### src/srq_pkg.sv
// shared constants for the service request status block
package srq_pkg;
  localparam int SF_NUM_W = 7;
  localparam logic [SF_NUM_W-1:0] SF_SRQ_ENABLE = 7'h16; // function 22
  localparam int MASK_W = 3;
  localparam logic [MASK_W-1:0] W_DATA_READY = 3'h1;
  localparam logic [MASK_W-1:0] W_CODE_ERROR = 3'h2;
  localparam logic [MASK_W-1:0] W_INSTR_ERROR = 3'h4;
  localparam logic [MASK_W-1:0] MASK_RESET = 3'h2; // code error only
  localparam int BIT_DATA_READY = 0;
  localparam int BIT_CODE_ERROR = 1;
  localparam int BIT_INSTR_ERROR = 2;
  localparam int BIT_RQS = 6; // weight 64
  localparam logic [7:0] STATUS_RESET = 8'h00;
  typedef enum logic [1:0] {
    SRC_NONE = 2'b00,
    SRC_KEY = 2'b01,
    SRC_BUS = 2'b10
  } entry_src_t;
endpackage : srq_pkg

### src/srq_entry_if.sv
// special function entry carried between the two modules
interface srq_entry_if;
  logic valid;
  logic [6:0] number;
  logic [2:0] suffix;
  srq_pkg::entry_src_t src;
  modport src_side (output valid, output number, output suffix, output src);
  modport dst_side (input valid, input number, input suffix, input src);
endinterface : srq_entry_if

### src/service_request_status.sv
// service request status byte and enable mask
// What this block does
// - code error always raises service request
// - enabled event sets its bit and bit 6
// - flags hold until poll, clear or reset
// - clear or controller reset disables optional conditions
// - automatic measurement never clears flags
// - code error weight always added in
// - enable sum is special function 22 suffix
// - status byte layout with zero bits
// - request flag also drives service line
module service_request_status (
  input wire logic clk_i, // 20 MHz clock
  input wire logic srst_i, // sync reset, power on
  input wire logic special_function_key_i, // keyboard entry pulse
  input wire logic [6:0] key_number_i, // keyboard function number
  input wire logic [2:0] key_suffix_i, // keyboard suffix
  input wire logic special_function_program_code_i, // bus entry pulse
  input wire logic [6:0] bus_number_i, // bus function number
  input wire logic [2:0] bus_suffix_i, // bus suffix
  input wire logic data_ready_i, // data ready event pulse
  input wire logic code_error_i, // bus code error pulse
  input wire logic instr_error_i, // instrument error pulse
  input wire logic auto_meas_i, // automatic operation active
  input wire logic serial_poll_i, // status byte read pulse
  input wire logic device_clear_i, // clear message executed
  input wire logic ctrl_reset_i, // controller reset or clear function
  output logic [7:0] status_byte_o, // status byte
  output logic srq_o, // service request line, high asserts
  output logic [2:0] enable_mask_o // current enable set
);
  import srq_pkg::*;

  srq_entry_if ent ();

  srq_entry_latch u_entry (
    .clk_i(clk_i),
    .srst_i(srst_i),
    .key_valid_i(special_function_key_i),
    .key_number_i(key_number_i),
    .key_suffix_i(key_suffix_i),
    .bus_valid_i(special_function_program_code_i),
    .bus_number_i(bus_number_i),
    .bus_suffix_i(bus_suffix_i),
    .ent(ent)
  );

  logic [2:0] mask_r, mask_nxt;
  logic [2:0] cond_r, cond_nxt;
  logic rqs_r, rqs_nxt;
  logic [2:0] events;
  logic [2:0] hits;
  logic clr_all;

  // event vector in status bit order
  always_comb begin
    events = 3'h0;
    events[BIT_DATA_READY] = data_ready_i;
    events[BIT_CODE_ERROR] = code_error_i;
    events[BIT_INSTR_ERROR] = instr_error_i;
  end

  // poll, clear or controller reset clears flags; automatic run does not
  assign clr_all = serial_poll_i | device_clear_i | ctrl_reset_i;
  assign hits = events & mask_r;

  // enable mask next value
  always_comb begin
    mask_nxt = mask_r;
    if (device_clear_i || ctrl_reset_i) begin
      mask_nxt = MASK_RESET;
    end else if (ent.valid && ent.number == SF_SRQ_ENABLE) begin
      mask_nxt = ent.suffix | W_CODE_ERROR;
    end
  end

  // status flags next value; new event beats a same cycle clear
  always_comb begin
    cond_nxt = clr_all ? 3'h0 : cond_r;
    rqs_nxt = clr_all ? 1'b0 : rqs_r;
    if (|hits) begin
      cond_nxt = cond_nxt | hits;
      rqs_nxt = 1'b1;
    end
  end

  // registers
  always_ff @(posedge clk_i) begin
    if (srst_i) begin
      mask_r <= MASK_RESET;
      cond_r <= 3'h0;
      rqs_r <= 1'b0;
    end else begin
      mask_r <= mask_nxt;
      cond_r <= cond_nxt;
      rqs_r <= rqs_nxt;
    end
  end

  // output flops
  always_ff @(posedge clk_i) begin
    if (srst_i) begin
      status_byte_o <= STATUS_RESET;
      srq_o <= 1'b0;
      enable_mask_o <= MASK_RESET;
    end else begin
      status_byte_o <= {1'b0, rqs_nxt, 3'b000, cond_nxt};
      srq_o <= rqs_nxt;
      enable_mask_o <= mask_nxt;
    end
  end

  a_code_err_srq: assert property (
    @(posedge clk_i) disable iff (srst_i)
    code_error_i |=> status_byte_o[BIT_CODE_ERROR] && srq_o)
    else $error("code error did not raise request");

  a_enabled_sets: assert property (
    @(posedge clk_i) disable iff (srst_i)
    (|(events & mask_r)) |=> status_byte_o[BIT_RQS])
    else $error("enabled event did not set request bit");

  a_masked_quiet: assert property (
    @(posedge clk_i) disable iff (srst_i)
    (!status_byte_o[BIT_DATA_READY] && !data_ready_i && !clr_all)
      |=> !status_byte_o[BIT_DATA_READY])
    else $error("data ready bit set without event");

  a_flags_hold: assert property (
    @(posedge clk_i) disable iff (srst_i)
    (srq_o && !clr_all) |=> srq_o)
    else $error("request dropped without clear");

  a_poll_clears: assert property (
    @(posedge clk_i) disable iff (srst_i)
    (serial_poll_i && !(|hits)) |=> status_byte_o == 8'h00 && !srq_o)
    else $error("poll did not clear status");

  a_clear_mask: assert property (
    @(posedge clk_i) disable iff (srst_i)
    (device_clear_i || ctrl_reset_i) |=> enable_mask_o == MASK_RESET)
    else $error("clear did not reset enable set");

  a_auto_keeps: assert property (
    @(posedge clk_i) disable iff (srst_i)
    (auto_meas_i && srq_o && !clr_all) |=> $stable(srq_o))
    else $error("automatic run cleared request");

  a_code_always: assert property (
    @(posedge clk_i) disable iff (srst_i)
    enable_mask_o[BIT_CODE_ERROR])
    else $error("code error condition disabled");

  a_sf22_load: assert property (
    @(posedge clk_i) disable iff (srst_i)
    (ent.valid && ent.number == SF_SRQ_ENABLE && !device_clear_i
      && !ctrl_reset_i)
      |=> enable_mask_o == ($past(ent.suffix) | W_CODE_ERROR))
    else $error("enable sum not loaded");

  a_zero_bits: assert property (
    @(posedge clk_i) disable iff (srst_i)
    status_byte_o[7] == 1'b0 && status_byte_o[5:3] == 3'b000
      && status_byte_o[BIT_RQS] == srq_o)
    else $error("status byte layout wrong");

  // flags against clears and unmasked events
  a_clr_quiet: assert property (
    @(posedge clk_i) disable iff (srst_i)
    (clr_all && !(|hits)) |=> status_byte_o == STATUS_RESET && !srq_o)
    else $error("clear left a flag set");

  a_clr_keeps_hit: assert property (
    @(posedge clk_i) disable iff (srst_i)
    (clr_all && (|hits)) |=> status_byte_o[2:0] == $past(hits) && srq_o)
    else $error("event lost to a same cycle clear");

  a_no_hit_hold: assert property (
    @(posedge clk_i) disable iff (srst_i)
    (!clr_all && !(|hits)) |=> status_byte_o == $past(status_byte_o))
    else $error("status changed without event or clear");

  a_instr_quiet: assert property (
    @(posedge clk_i) disable iff (srst_i)
    (!status_byte_o[BIT_INSTR_ERROR] && !hits[BIT_INSTR_ERROR])
      |=> !status_byte_o[BIT_INSTR_ERROR])
    else $error("instrument error bit set while masked");

  a_rqs_quiet: assert property (
    @(posedge clk_i) disable iff (srst_i)
    (!srq_o && !(|hits)) |=> !srq_o)
    else $error("service line raised without enabled event");

  a_ready_enabled: assert property (
    @(posedge clk_i) disable iff (srst_i)
    (data_ready_i && mask_r[BIT_DATA_READY])
      |=> status_byte_o[BIT_DATA_READY] && srq_o)
    else $error("enabled data ready did not raise request");

  a_instr_enabled: assert property (
    @(posedge clk_i) disable iff (srst_i)
    (instr_error_i && mask_r[BIT_INSTR_ERROR])
      |=> status_byte_o[BIT_INSTR_ERROR] && srq_o)
    else $error("enabled instrument error did not raise request");

  a_rqs_with_bit: assert property (
    @(posedge clk_i) disable iff (srst_i)
    srq_o |-> (|status_byte_o[2:0]))
    else $error("request set with no condition bit");

  a_bit_with_rqs: assert property (
    @(posedge clk_i) disable iff (srst_i)
    (|status_byte_o[2:0]) |-> srq_o)
    else $error("condition bit set without request");

  a_auto_no_drop: assert property (
    @(posedge clk_i) disable iff (srst_i)
    (auto_meas_i && !clr_all)
      |=> (status_byte_o & $past(status_byte_o)) == $past(status_byte_o))
    else $error("automatic run dropped a status bit");

  // enable set kept unless loaded or cleared
  a_mask_hold: assert property (
    @(posedge clk_i) disable iff (srst_i)
    (!device_clear_i && !ctrl_reset_i
      && !(ent.valid && ent.number == SF_SRQ_ENABLE))
      |=> enable_mask_o == $past(enable_mask_o))
    else $error("enable set changed without entry");

  // outputs held at power on values through reset
  a_reset_values: assert property (
    @(posedge clk_i)
    srst_i |=> status_byte_o == STATUS_RESET && !srq_o
      && enable_mask_o == MASK_RESET)
    else $error("reset values wrong");
endmodule : service_request_status

### src/srq_entry_latch.sv
// registers special function entries from keyboard or bus
module srq_entry_latch (
  input wire logic clk_i, // 20 MHz clock
  input wire logic srst_i, // sync reset
  input wire logic key_valid_i, // keyboard entry pulse
  input wire logic [6:0] key_number_i, // keyboard function number
  input wire logic [2:0] key_suffix_i, // keyboard suffix
  input wire logic bus_valid_i, // program code entry pulse
  input wire logic [6:0] bus_number_i, // program code number
  input wire logic [2:0] bus_suffix_i, // program code suffix
  srq_entry_if.src_side ent // registered entry
);
  import srq_pkg::*;
  logic valid_r, valid_nxt;
  logic [6:0] num_r, num_nxt;
  logic [2:0] suf_r, suf_nxt;
  entry_src_t src_r, src_nxt;

  // bus entry wins when both arrive together
  always_comb begin
    valid_nxt = key_valid_i | bus_valid_i;
    num_nxt = num_r;
    suf_nxt = suf_r;
    src_nxt = SRC_NONE;
    if (bus_valid_i) begin
      num_nxt = bus_number_i;
      suf_nxt = bus_suffix_i;
      src_nxt = SRC_BUS;
    end else if (key_valid_i) begin
      num_nxt = key_number_i;
      suf_nxt = key_suffix_i;
      src_nxt = SRC_KEY;
    end
  end

  // registers
  always_ff @(posedge clk_i) begin
    if (srst_i) begin
      valid_r <= 1'b0;
      num_r <= 7'h00;
      suf_r <= 3'h0;
      src_r <= SRC_NONE;
    end else begin
      valid_r <= valid_nxt;
      num_r <= num_nxt;
      suf_r <= suf_nxt;
      src_r <= src_nxt;
    end
  end

  assign ent.valid = valid_r;
  assign ent.number = num_r;
  assign ent.suffix = suf_r;
  assign ent.src = src_r;

  // entry taken from the right source
  a_bus_wins: assert property (
    @(posedge clk_i) disable iff (srst_i)
    bus_valid_i |=> valid_r && src_r == SRC_BUS
      && num_r == $past(bus_number_i) && suf_r == $past(bus_suffix_i))
    else $error("program code entry not taken");

  a_key_taken: assert property (
    @(posedge clk_i) disable iff (srst_i)
    (key_valid_i && !bus_valid_i) |=> valid_r && src_r == SRC_KEY
      && num_r == $past(key_number_i) && suf_r == $past(key_suffix_i))
    else $error("keyboard entry not taken");

  a_entry_idle: assert property (
    @(posedge clk_i) disable iff (srst_i)
    (!key_valid_i && !bus_valid_i) |=> !valid_r && src_r == SRC_NONE)
    else $error("entry valid without pulse");
endmodule : srq_entry_latch

### config.mk
export PLATFORM = sky130hd
export DESIGN_NAME = service_request_status
export DESIGN_NICKNAME = d
export VERILOG_FILES = /design/src/srq_pkg.sv /design/src/srq_entry_if.sv /design/src/service_request_status.sv /design/src/srq_entry_latch.sv
export SDC_FILE = /design/constraint.sdc
export NUM_CORES = 1
export LEC_CHECK = 0
export BUFFER_PORTS_ARGS = -buffer_cell sky130_fd_sc_hd__buf_2
export CAP_MARGIN = 30
export CORE_MARGIN = 2
export CORE_UTILIZATION = 42
export DETAILED_ROUTE_END_ITERATION = 16
export PLACE_DENSITY = 0.76
export SYNTH_ARGS = -nofsm -noshare
export SYNTH_HDL_FRONTEND = slang
export SYNTH_SLANG_ARGS = --single-unit
export TNS_END_PERCENT = 50
### constraint.sdc
create_clock -name clk_i -period 1.5 [get_ports clk_i]
set_clock_uncertainty 0.15 [all_clocks]
set_input_delay 0.075 -clock clk_i [delete_from_list [all_inputs] [get_ports clk_i]]
set_output_delay 0.075 -clock clk_i [all_outputs]
set_load 0.02 [all_outputs]
==> impl_metrics.py, run 1 <==
metrics = {
    "status": {
        "status": "finished, violations left",
        "violations": "hold timing",
    },
    "global_route": {
        "grt_pass1_vias": 655,
        "antenna_found_initial": 0,
        "grt_overflow": 0,
        "grt_pass1_wl_um": 2610,
        "grt_usage_pct": 17.7,
        "grt_max_degree": 16,
    },
    "die": {
        "core_um2": 1750,
        "rows": 15,
        "start_util_pct": 44.8,
        "fp.dieW_um": 47.2,
        "ioPinCount": 43,
        "floorplan.die_area_um2": 2220,
        "die_height_um": 47.2,
    },
    "timing": {
        "drv_slew": 0,
        "finalSetupTns_ns": 0,
        "slew_headroom_pct": 64.8,
        "finalHoldViolCount": 2,
        "hold_slack_ns": -0.00272,
        "fin_crit_sh_pct": 96.8,
        "tightest_slew_ns": 0.524,
        "worst_slack_ns": 0.0475,
        "setup_viol": 0,
        "finalCriticalPeriod_ns": 1.45,
        "fmax_mhz": 688,
        "rsz0062_at_grt": "false",
    },
    "layout": {
        "multi_input_area_um2": 409,
        "seq_area_um2": 320,
        "fin_cells": 153,
        "nNetsFinal": 160,
        "n_antenna_cell": 0,
        "layout-drive-gt1-share_pct": 38.3,
        "syn2layout_area_growth_pct": 48.3,
        "fillers": 138,
    },
    "drt": {
        "wl_met3_um": 84,
        "wl_per_cell_um": 12.1,
        "vias": 720,
        "wl_met1_um": 751,
        "wirelength_um": 1850,
        "ant_nets": 0,
        "wl_met2_um": 951,
        "drt_first_pass_iters": 4,
        "top_layer": "met4",
        "drt_iter0_markers": 8,
        "drc": 0,
        "routed_via_density": 4.71,
    },
    "worst_setup_path": {
        "critPathLaunchType": "input port",
        "critPathArrivalTime_ns": 1.49,
        "cpMaxStageDelayCell": "dlygate4sd3_1",
        "cp_common_cell": "dlygate4sd3_1",
        "max_stage_delay_ns": 0.56,
        "path_class": "input port to flip-flop",
        "path_cells": "dlygate4sd3_1, buf_2, a21oi_1, nor2_1, dlygate4sd3_1",
        "worst_r2r_path_depth": 3,
        "cp.required_ns": 1.54,
        "crit_family": "buffers and inverters",
        "cp_num_cells": 5,
        "worst-path-buf-inv": 3,
        "crit_fanout": 2,
        "cp-end-kind": "flip-flop",
    },
    "cts": {
        "clock_sinks": 16,
        "cts_root_buffer": "clkbuf_4",
        "max-clock-path-buffers": 2,
        "tritoncts": "done",
        "clkTransAtPathRegs_ns": 0.09,
        "worstSkewPairLatency_ns": 0.29,
        "cts_buffers": 3,
        "htreeDepth": 1,
    },
    "run": {
        "cap_violations": 0,
    },
    "pwr": {
        "power_density_nw_per_um2": 804,
        "p_leak_nw": 0.587,
        "peakVddDrop_mv": 0.491,
        "finalPower_mw": 0.933,
    },
    "placed_design": {
        "portBuffers": 34,
        "gp_congestion": 0.681,
        "dp_cells": 130,
        "pre_cts_slack_ns": 0.320,
    },
    "synthesis": {
        "synth_top_area_cell": "dfxtp_1",
        "synth_cells": 77,
        "syn_area_um2": 782,
        "yosysSeqAreaShare_pct": 41.0,
        "ys_ff_latch": 16,
        "synth_cell_types": 15,
        "avgSynthCellArea_um2": 10.2,
        "ys_top_cells_by_area": "dfxtp_1, mux2_4, mux2i_1",
        "yosys.area.top_type_share_pct": 41.0,
        "yosys_warnings": 0,
    },
    "hold_path": {
        "worstHoldPathType": "input port to flip-flop",
        "holdPathStages": 4,
    },
}
==> synth_stat cells <==
library cell / count
buf_4: 7
dfxtp_1: 16
nor3_1: 2
a22oi_1: 1
nor2_1: 13
nor4bb_1: 1
buf_2: 1
a21oi_1: 3
a31oi_1: 1
conb_1: 2
buf_6: 1
nand2_1: 8
and4bb_2: 1
mux2i_1: 11
mux2_4: 9
==> power by group <==
part | internal [mW] | switching, mW
clock | 0.148 | 0.139
combinational | 0.111 | 0.0776
sequential | 0.447 | 0.0100
==> sequential cells by signal, indices dropped and copies added, names as in the netlist <==
register            count
cond_r                  2
enable_mask_o           2
status_byte_o           2
u_entry.ent.number      7
u_entry.ent.suffix      2
u_entry.ent.valid       1
==> stage by stage <==
step / hold WS [ns] / util, % / area (µm²)
final: -0.00272 / 66.5 / 1160
after global routing: 0.00771 / 66.5 / 1160
after CTS: 0.000820 / 66.6 / 1160
after detailed placement: 0.167 / 53.0 / 926
after global placement: 0.152 / 53.0 / 926
after floorplan: -0.00593 / - / 793
==> cell families after synthesis <==
group / count (synthesis) / share of synthesized area, %
AO/OA/AOI/OAI: 5 / 3.68
buffers and inverters: 9 / 8.80
other: 2 / 0.960
flip-flops: 16 / 41.0
multiplexers: 20 / 31.4
AND/OR/NAND/NOR: 25 / 14.2
==> routing by layer <==
layer / vias to the layer above / track usage, %
met5: - / 0
met1: 326 / 18.8
met2: 34 / 33.2
li1: 352 / -
met3: 8 / 4.62
met4: 0 / 6.67
==> cell type report <==
class | count | area share [%]
Clock buffer | 4 | 3.13
Multi-Input combinational cell | 55 | 35.3
Sequential cell | 16 | 27.6
Tap cell | 25 | 2.70
Timing Repair Buffer | 53 | 31.3
==> worst min-delay path, stage by stage <==
cell     delay [ns]
buf_2          0.08
mux2_4         0.12
mux2i_1        0.06
nor2_1         0.07
==> timing repair <==
| item | 4_1_cts | 5_1_grt |
|---|---|---|
| endpoints found under the setup margin | 0 | 2 |
| gates resized for setup | 0 | 2 |
| buffers inserted | 0 | 0 |
| hold endpoints to repair | 16 | 0 |
| hold buffers | 20 | 0 |
==> worst paths after layout <==
path,end,from,slack [ns]
hold reg to reg,enable_mask_o[2]$_SDFFE_PP0P_,u_entry.ent.suffix[2]$_SDFFE_PP0P_,0.32
setup reg to reg,status_byte_o[2]$_SDFF_PP0_,enable_mask_o[2]$_SDFFE_PP0P_,0.18
hold / removal,u_entry.ent.number[0]$_SDFFE_PP0P_,key_number_i[0],-0.003
setup / recovery,cond_r[1]$_SDFF_PP0_,code_error_i,0.05
==> layout by cell type (no fill, tap or decap) <==
| master | instances |
|---|---|
| mux2_4 | 9 |
| nand2_1 | 8 |
| buf_2 | 33 |
| nor4bb_1 | 1 |
| clkbuf_8 | 1 |
| dlygate4sd3_1 | 19 |
| nor3_1 | 2 |
| mux2i_1 | 11 |
| clkbuf_4 | 4 |
| nor2_1 | 13 |
| dfxtp_1 | 16 |
| a22oi_2 | 1 |
| a31oi_1 | 1 |
| a21oi_1 | 3 |
| conb_1 | 5 |
| and4bb_2 | 1 |
Note: power is estimated with default switching activity, not from simulation.
==> run 2, diff against run 1 <==
--- a/config.mk
+++ b/config.mk
@@ -13,2 +13,3 @@
 export PLACE_DENSITY = 0.76
+export SLEW_MARGIN = 20
 export SYNTH_ARGS = -nofsm -noshare
==> constraint.sdc (replaced) <==
create_clock -name clk_i -period 1.5 [get_ports clk_i]
set_clock_uncertainty 0.15 [all_clocks]
set_input_delay 0.3 -clock clk_i [delete_from_list [all_inputs] [get_ports clk_i]]
set_output_delay 0.3 -clock clk_i [all_outputs]
set_load 0.02 [all_outputs]
==> run 2 against run 1 <==
Net effect:
- fmax increased by 11%
- critical path depth is 4 lower
- die area did not move
- wire length shrank 18%
- power is 11% lower
- the run now ends clean
- largest power group unchanged
- via count is 11% lower
- non-clock buffer count is 18 lower
- worst hold slack better by 0.091 ns
- combinational power shrank 20%
==> impl_metrics.py, run 2 (synthesis gave the netlist of run 1 again) <==
metrics = {
    "status": {
        "status": "complete, no violations",
    },
    "cts": {
        "cts_setup_buffers": 0,
        "tritoncts": "done",
        "htreeDepth": 1,
        "cts_root_buffer": "clkbuf_4",
        "clock_sinks": 16,
        "worstSkewPairLatency_ns": 0.28,
        "clkTransAtPathRegs_ns": 0.09,
        "max-clock-path-buffers": 2,
        "ctsResizeCount": 0,
        "cts_buffers": 3,
        "ctsHoldBuffers": 0,
    },
    "worst_setup_path": {
        "worst_r2r_path_depth": 3,
        "crit_fanout": 4,
        "cpMaxStageDelayCell": "dfxtp_1",
        "r2r-start": "u_entry.ent.number[5]$_SDFFE_PP0P_",
        "max_stage_delay_ns": 0.38,
        "path_cells": "buf_2",
        "critPathLaunchType": "flip-flop",
        "path_class": "flip-flop to output port",
        "worst-path-buf-inv": 1,
        "crit_family": "flip-flops",
        "r2r_slack_ns": 0.37,
        "regToRegEndpoint": "enable_mask_o[2]$_SDFFE_PP0P_",
        "critPathArrivalTime_ns": 0.85,
        "startpoint": "enable_mask_o[0]$_SDFFE_PP0P_",
        "cp.required_ns": 1.05,
        "cp-end-kind": "output port",
    },
    "hold_path": {
        "min_to": "cond_r[1]$_SDFF_PP0_",
        "holdPathStages": 3,
        "worstHoldPathType": "input port to flip-flop",
        "holdCritStartpoint": "code_error_i",
    },
    "timing": {
        "finalCriticalPeriod_ns": 1.30,
        "finalSetupTns_ns": 0,
        "worst_slack_ns": 0.196,
        "finalHoldViolCount": 0,
        "rsz0062_at_grt": "false",
        "setup_viol": 0,
        "drv_slew": 0,
        "fmax_mhz": 767,
        "fin_crit_sh_pct": 87.0,
        "hold_slack_ns": 0.0886,
    },
    "placed_design": {
        "post-dp-hpwl_um": 1210,
        "gp_congestion": 0.697,
        "portBuffers": 34,
        "pre_cts_slack_ns": 0.102,
        "dpl_cell_area_um2": 933,
    },
    "global_route": {
        "grt_overflow": 0,
        "grt_pass1_wl_um": 2140,
        "grt_pass1_vias": 527,
        "grt_max_degree": 15,
        "antenna_found_initial": 0,
        "grt_usage_pct": 14.3,
    },
    "layout": {
        "nNetsFinal": 142,
        "seq_area_um2": 320,
        "n_antenna_cell": 0,
        "final_cell_mix": "buf_2, dfxtp_1, nor2_1",
        "fillers": 167,
        "fin_area_um2": 956,
        "final_common_cell": "buf_2",
        "syn2layout_area_growth_pct": 22.2,
        "layout-drive-gt1-share_pct": 44.0,
        "multi_input_area_um2": 404,
        "largest_reg_flops": 7,
    },
    "drt": {
        "wirelength_um": 1510,
        "ant_nets": 0,
        "wl_per_cell_um": 11.3,
        "drc": 0,
        "vias": 639,
        "drt_first_pass_iters": 4,
        "drt_iter0_markers": 6,
        "routed_via_density": 4.77,
    },
    "pwr": {
        "power_density_nw_per_um2": 868,
        "seqPwrFrac_pct": 55.1,
        "power_frac_clock_pct": 26.7,
        "p_int_mw": 0.622,
        "finalPower_mw": 0.829,
        "p_sw_mw": 0.207,
        "p_comb_share_pct": 18.2,
        "p_leak_nw": 0.498,
        "swShare_pct": 25.0,
        "peakVddDrop_mv": 0.475,
    },
    "die": {
        "die_height_um": 47.2,
        "start_util_pct": 44.8,
        "fp.dieW_um": 47.2,
        "ioPinCount": 43,
        "core_um2": 1750,
        "rows": 15,
        "floorplan.die_area_um2": 2220,
    },
    "run": {
        "cap_violations": 0,
    },
}
-- run 2: worst max-delay path by stage --
| stage | endpoint | slack (ns) | cells after the start |
|---|---|---|---|
| 6_report | enable_mask_o[0] | 0.20 | 1 |
| 4_1_cts | enable_mask_o[0] | 0.20 | 1 |
| 3_5_place_dp | u_entry.ent.number[1]$_SDFFE_PP0P_ | 0.10 | 4 |
| 5_1_grt | enable_mask_o[0] | 0.16 | 1 |
| 2_1_floorplan | u_entry.ent.number[2]$_SDFFE_PP0P_ | 0.34 | 4 |
| 3_3_place_gp | u_entry.ent.number[0]$_SDFFE_PP0P_ | 0.14 | 4 |
-- run 2: metal layers --
layer	global-route usage, %	vias to the layer above	share of wire, %
li1	-	317	-
met1	16.5	288	41
met2	23.0	29	49
met3	5.00	5	7.5
met4	8.33	0	1.9
met5	0	-	0
-- run 2: layout make-up --
| cell class | count | share of cell area (%) |
|---|---|---|
| Tap cell | 25 | 3.27 |
| Multi-Input combinational cell | 55 | 42.3 |
| Clock buffer | 3 | 2.36 |
| Timing Repair Buffer | 35 | 18.6 |
| Sequential cell | 16 | 33.5 |
-- run 2: through the flow --
step / cells / util [%]
after detailed placement: 131 / 53.5
final: 134 / 54.8
after global placement: 131 / 53.5
after global routing: 134 / 54.8
after CTS: 134 / 54.8
after floorplan: 80 / -
-- run 2: power groups by stage --
| stage | registers (mW) | clock network [mW] | logic (mW) |
|---|---|---|---|
| 4_1_cts | 0.457 | 0.221 | 0.152 |
| 6_report | 0.457 | 0.222 | 0.151 |
| 3_5_place_dp | 0.467 | 0 | 0.152 |
| 5_1_grt | 0.460 | 0.244 | 0.164 |
| 2_1_floorplan | 0.468 | 0 | 0.111 |
| 3_3_place_gp | 0.466 | 0 | 0.146 |
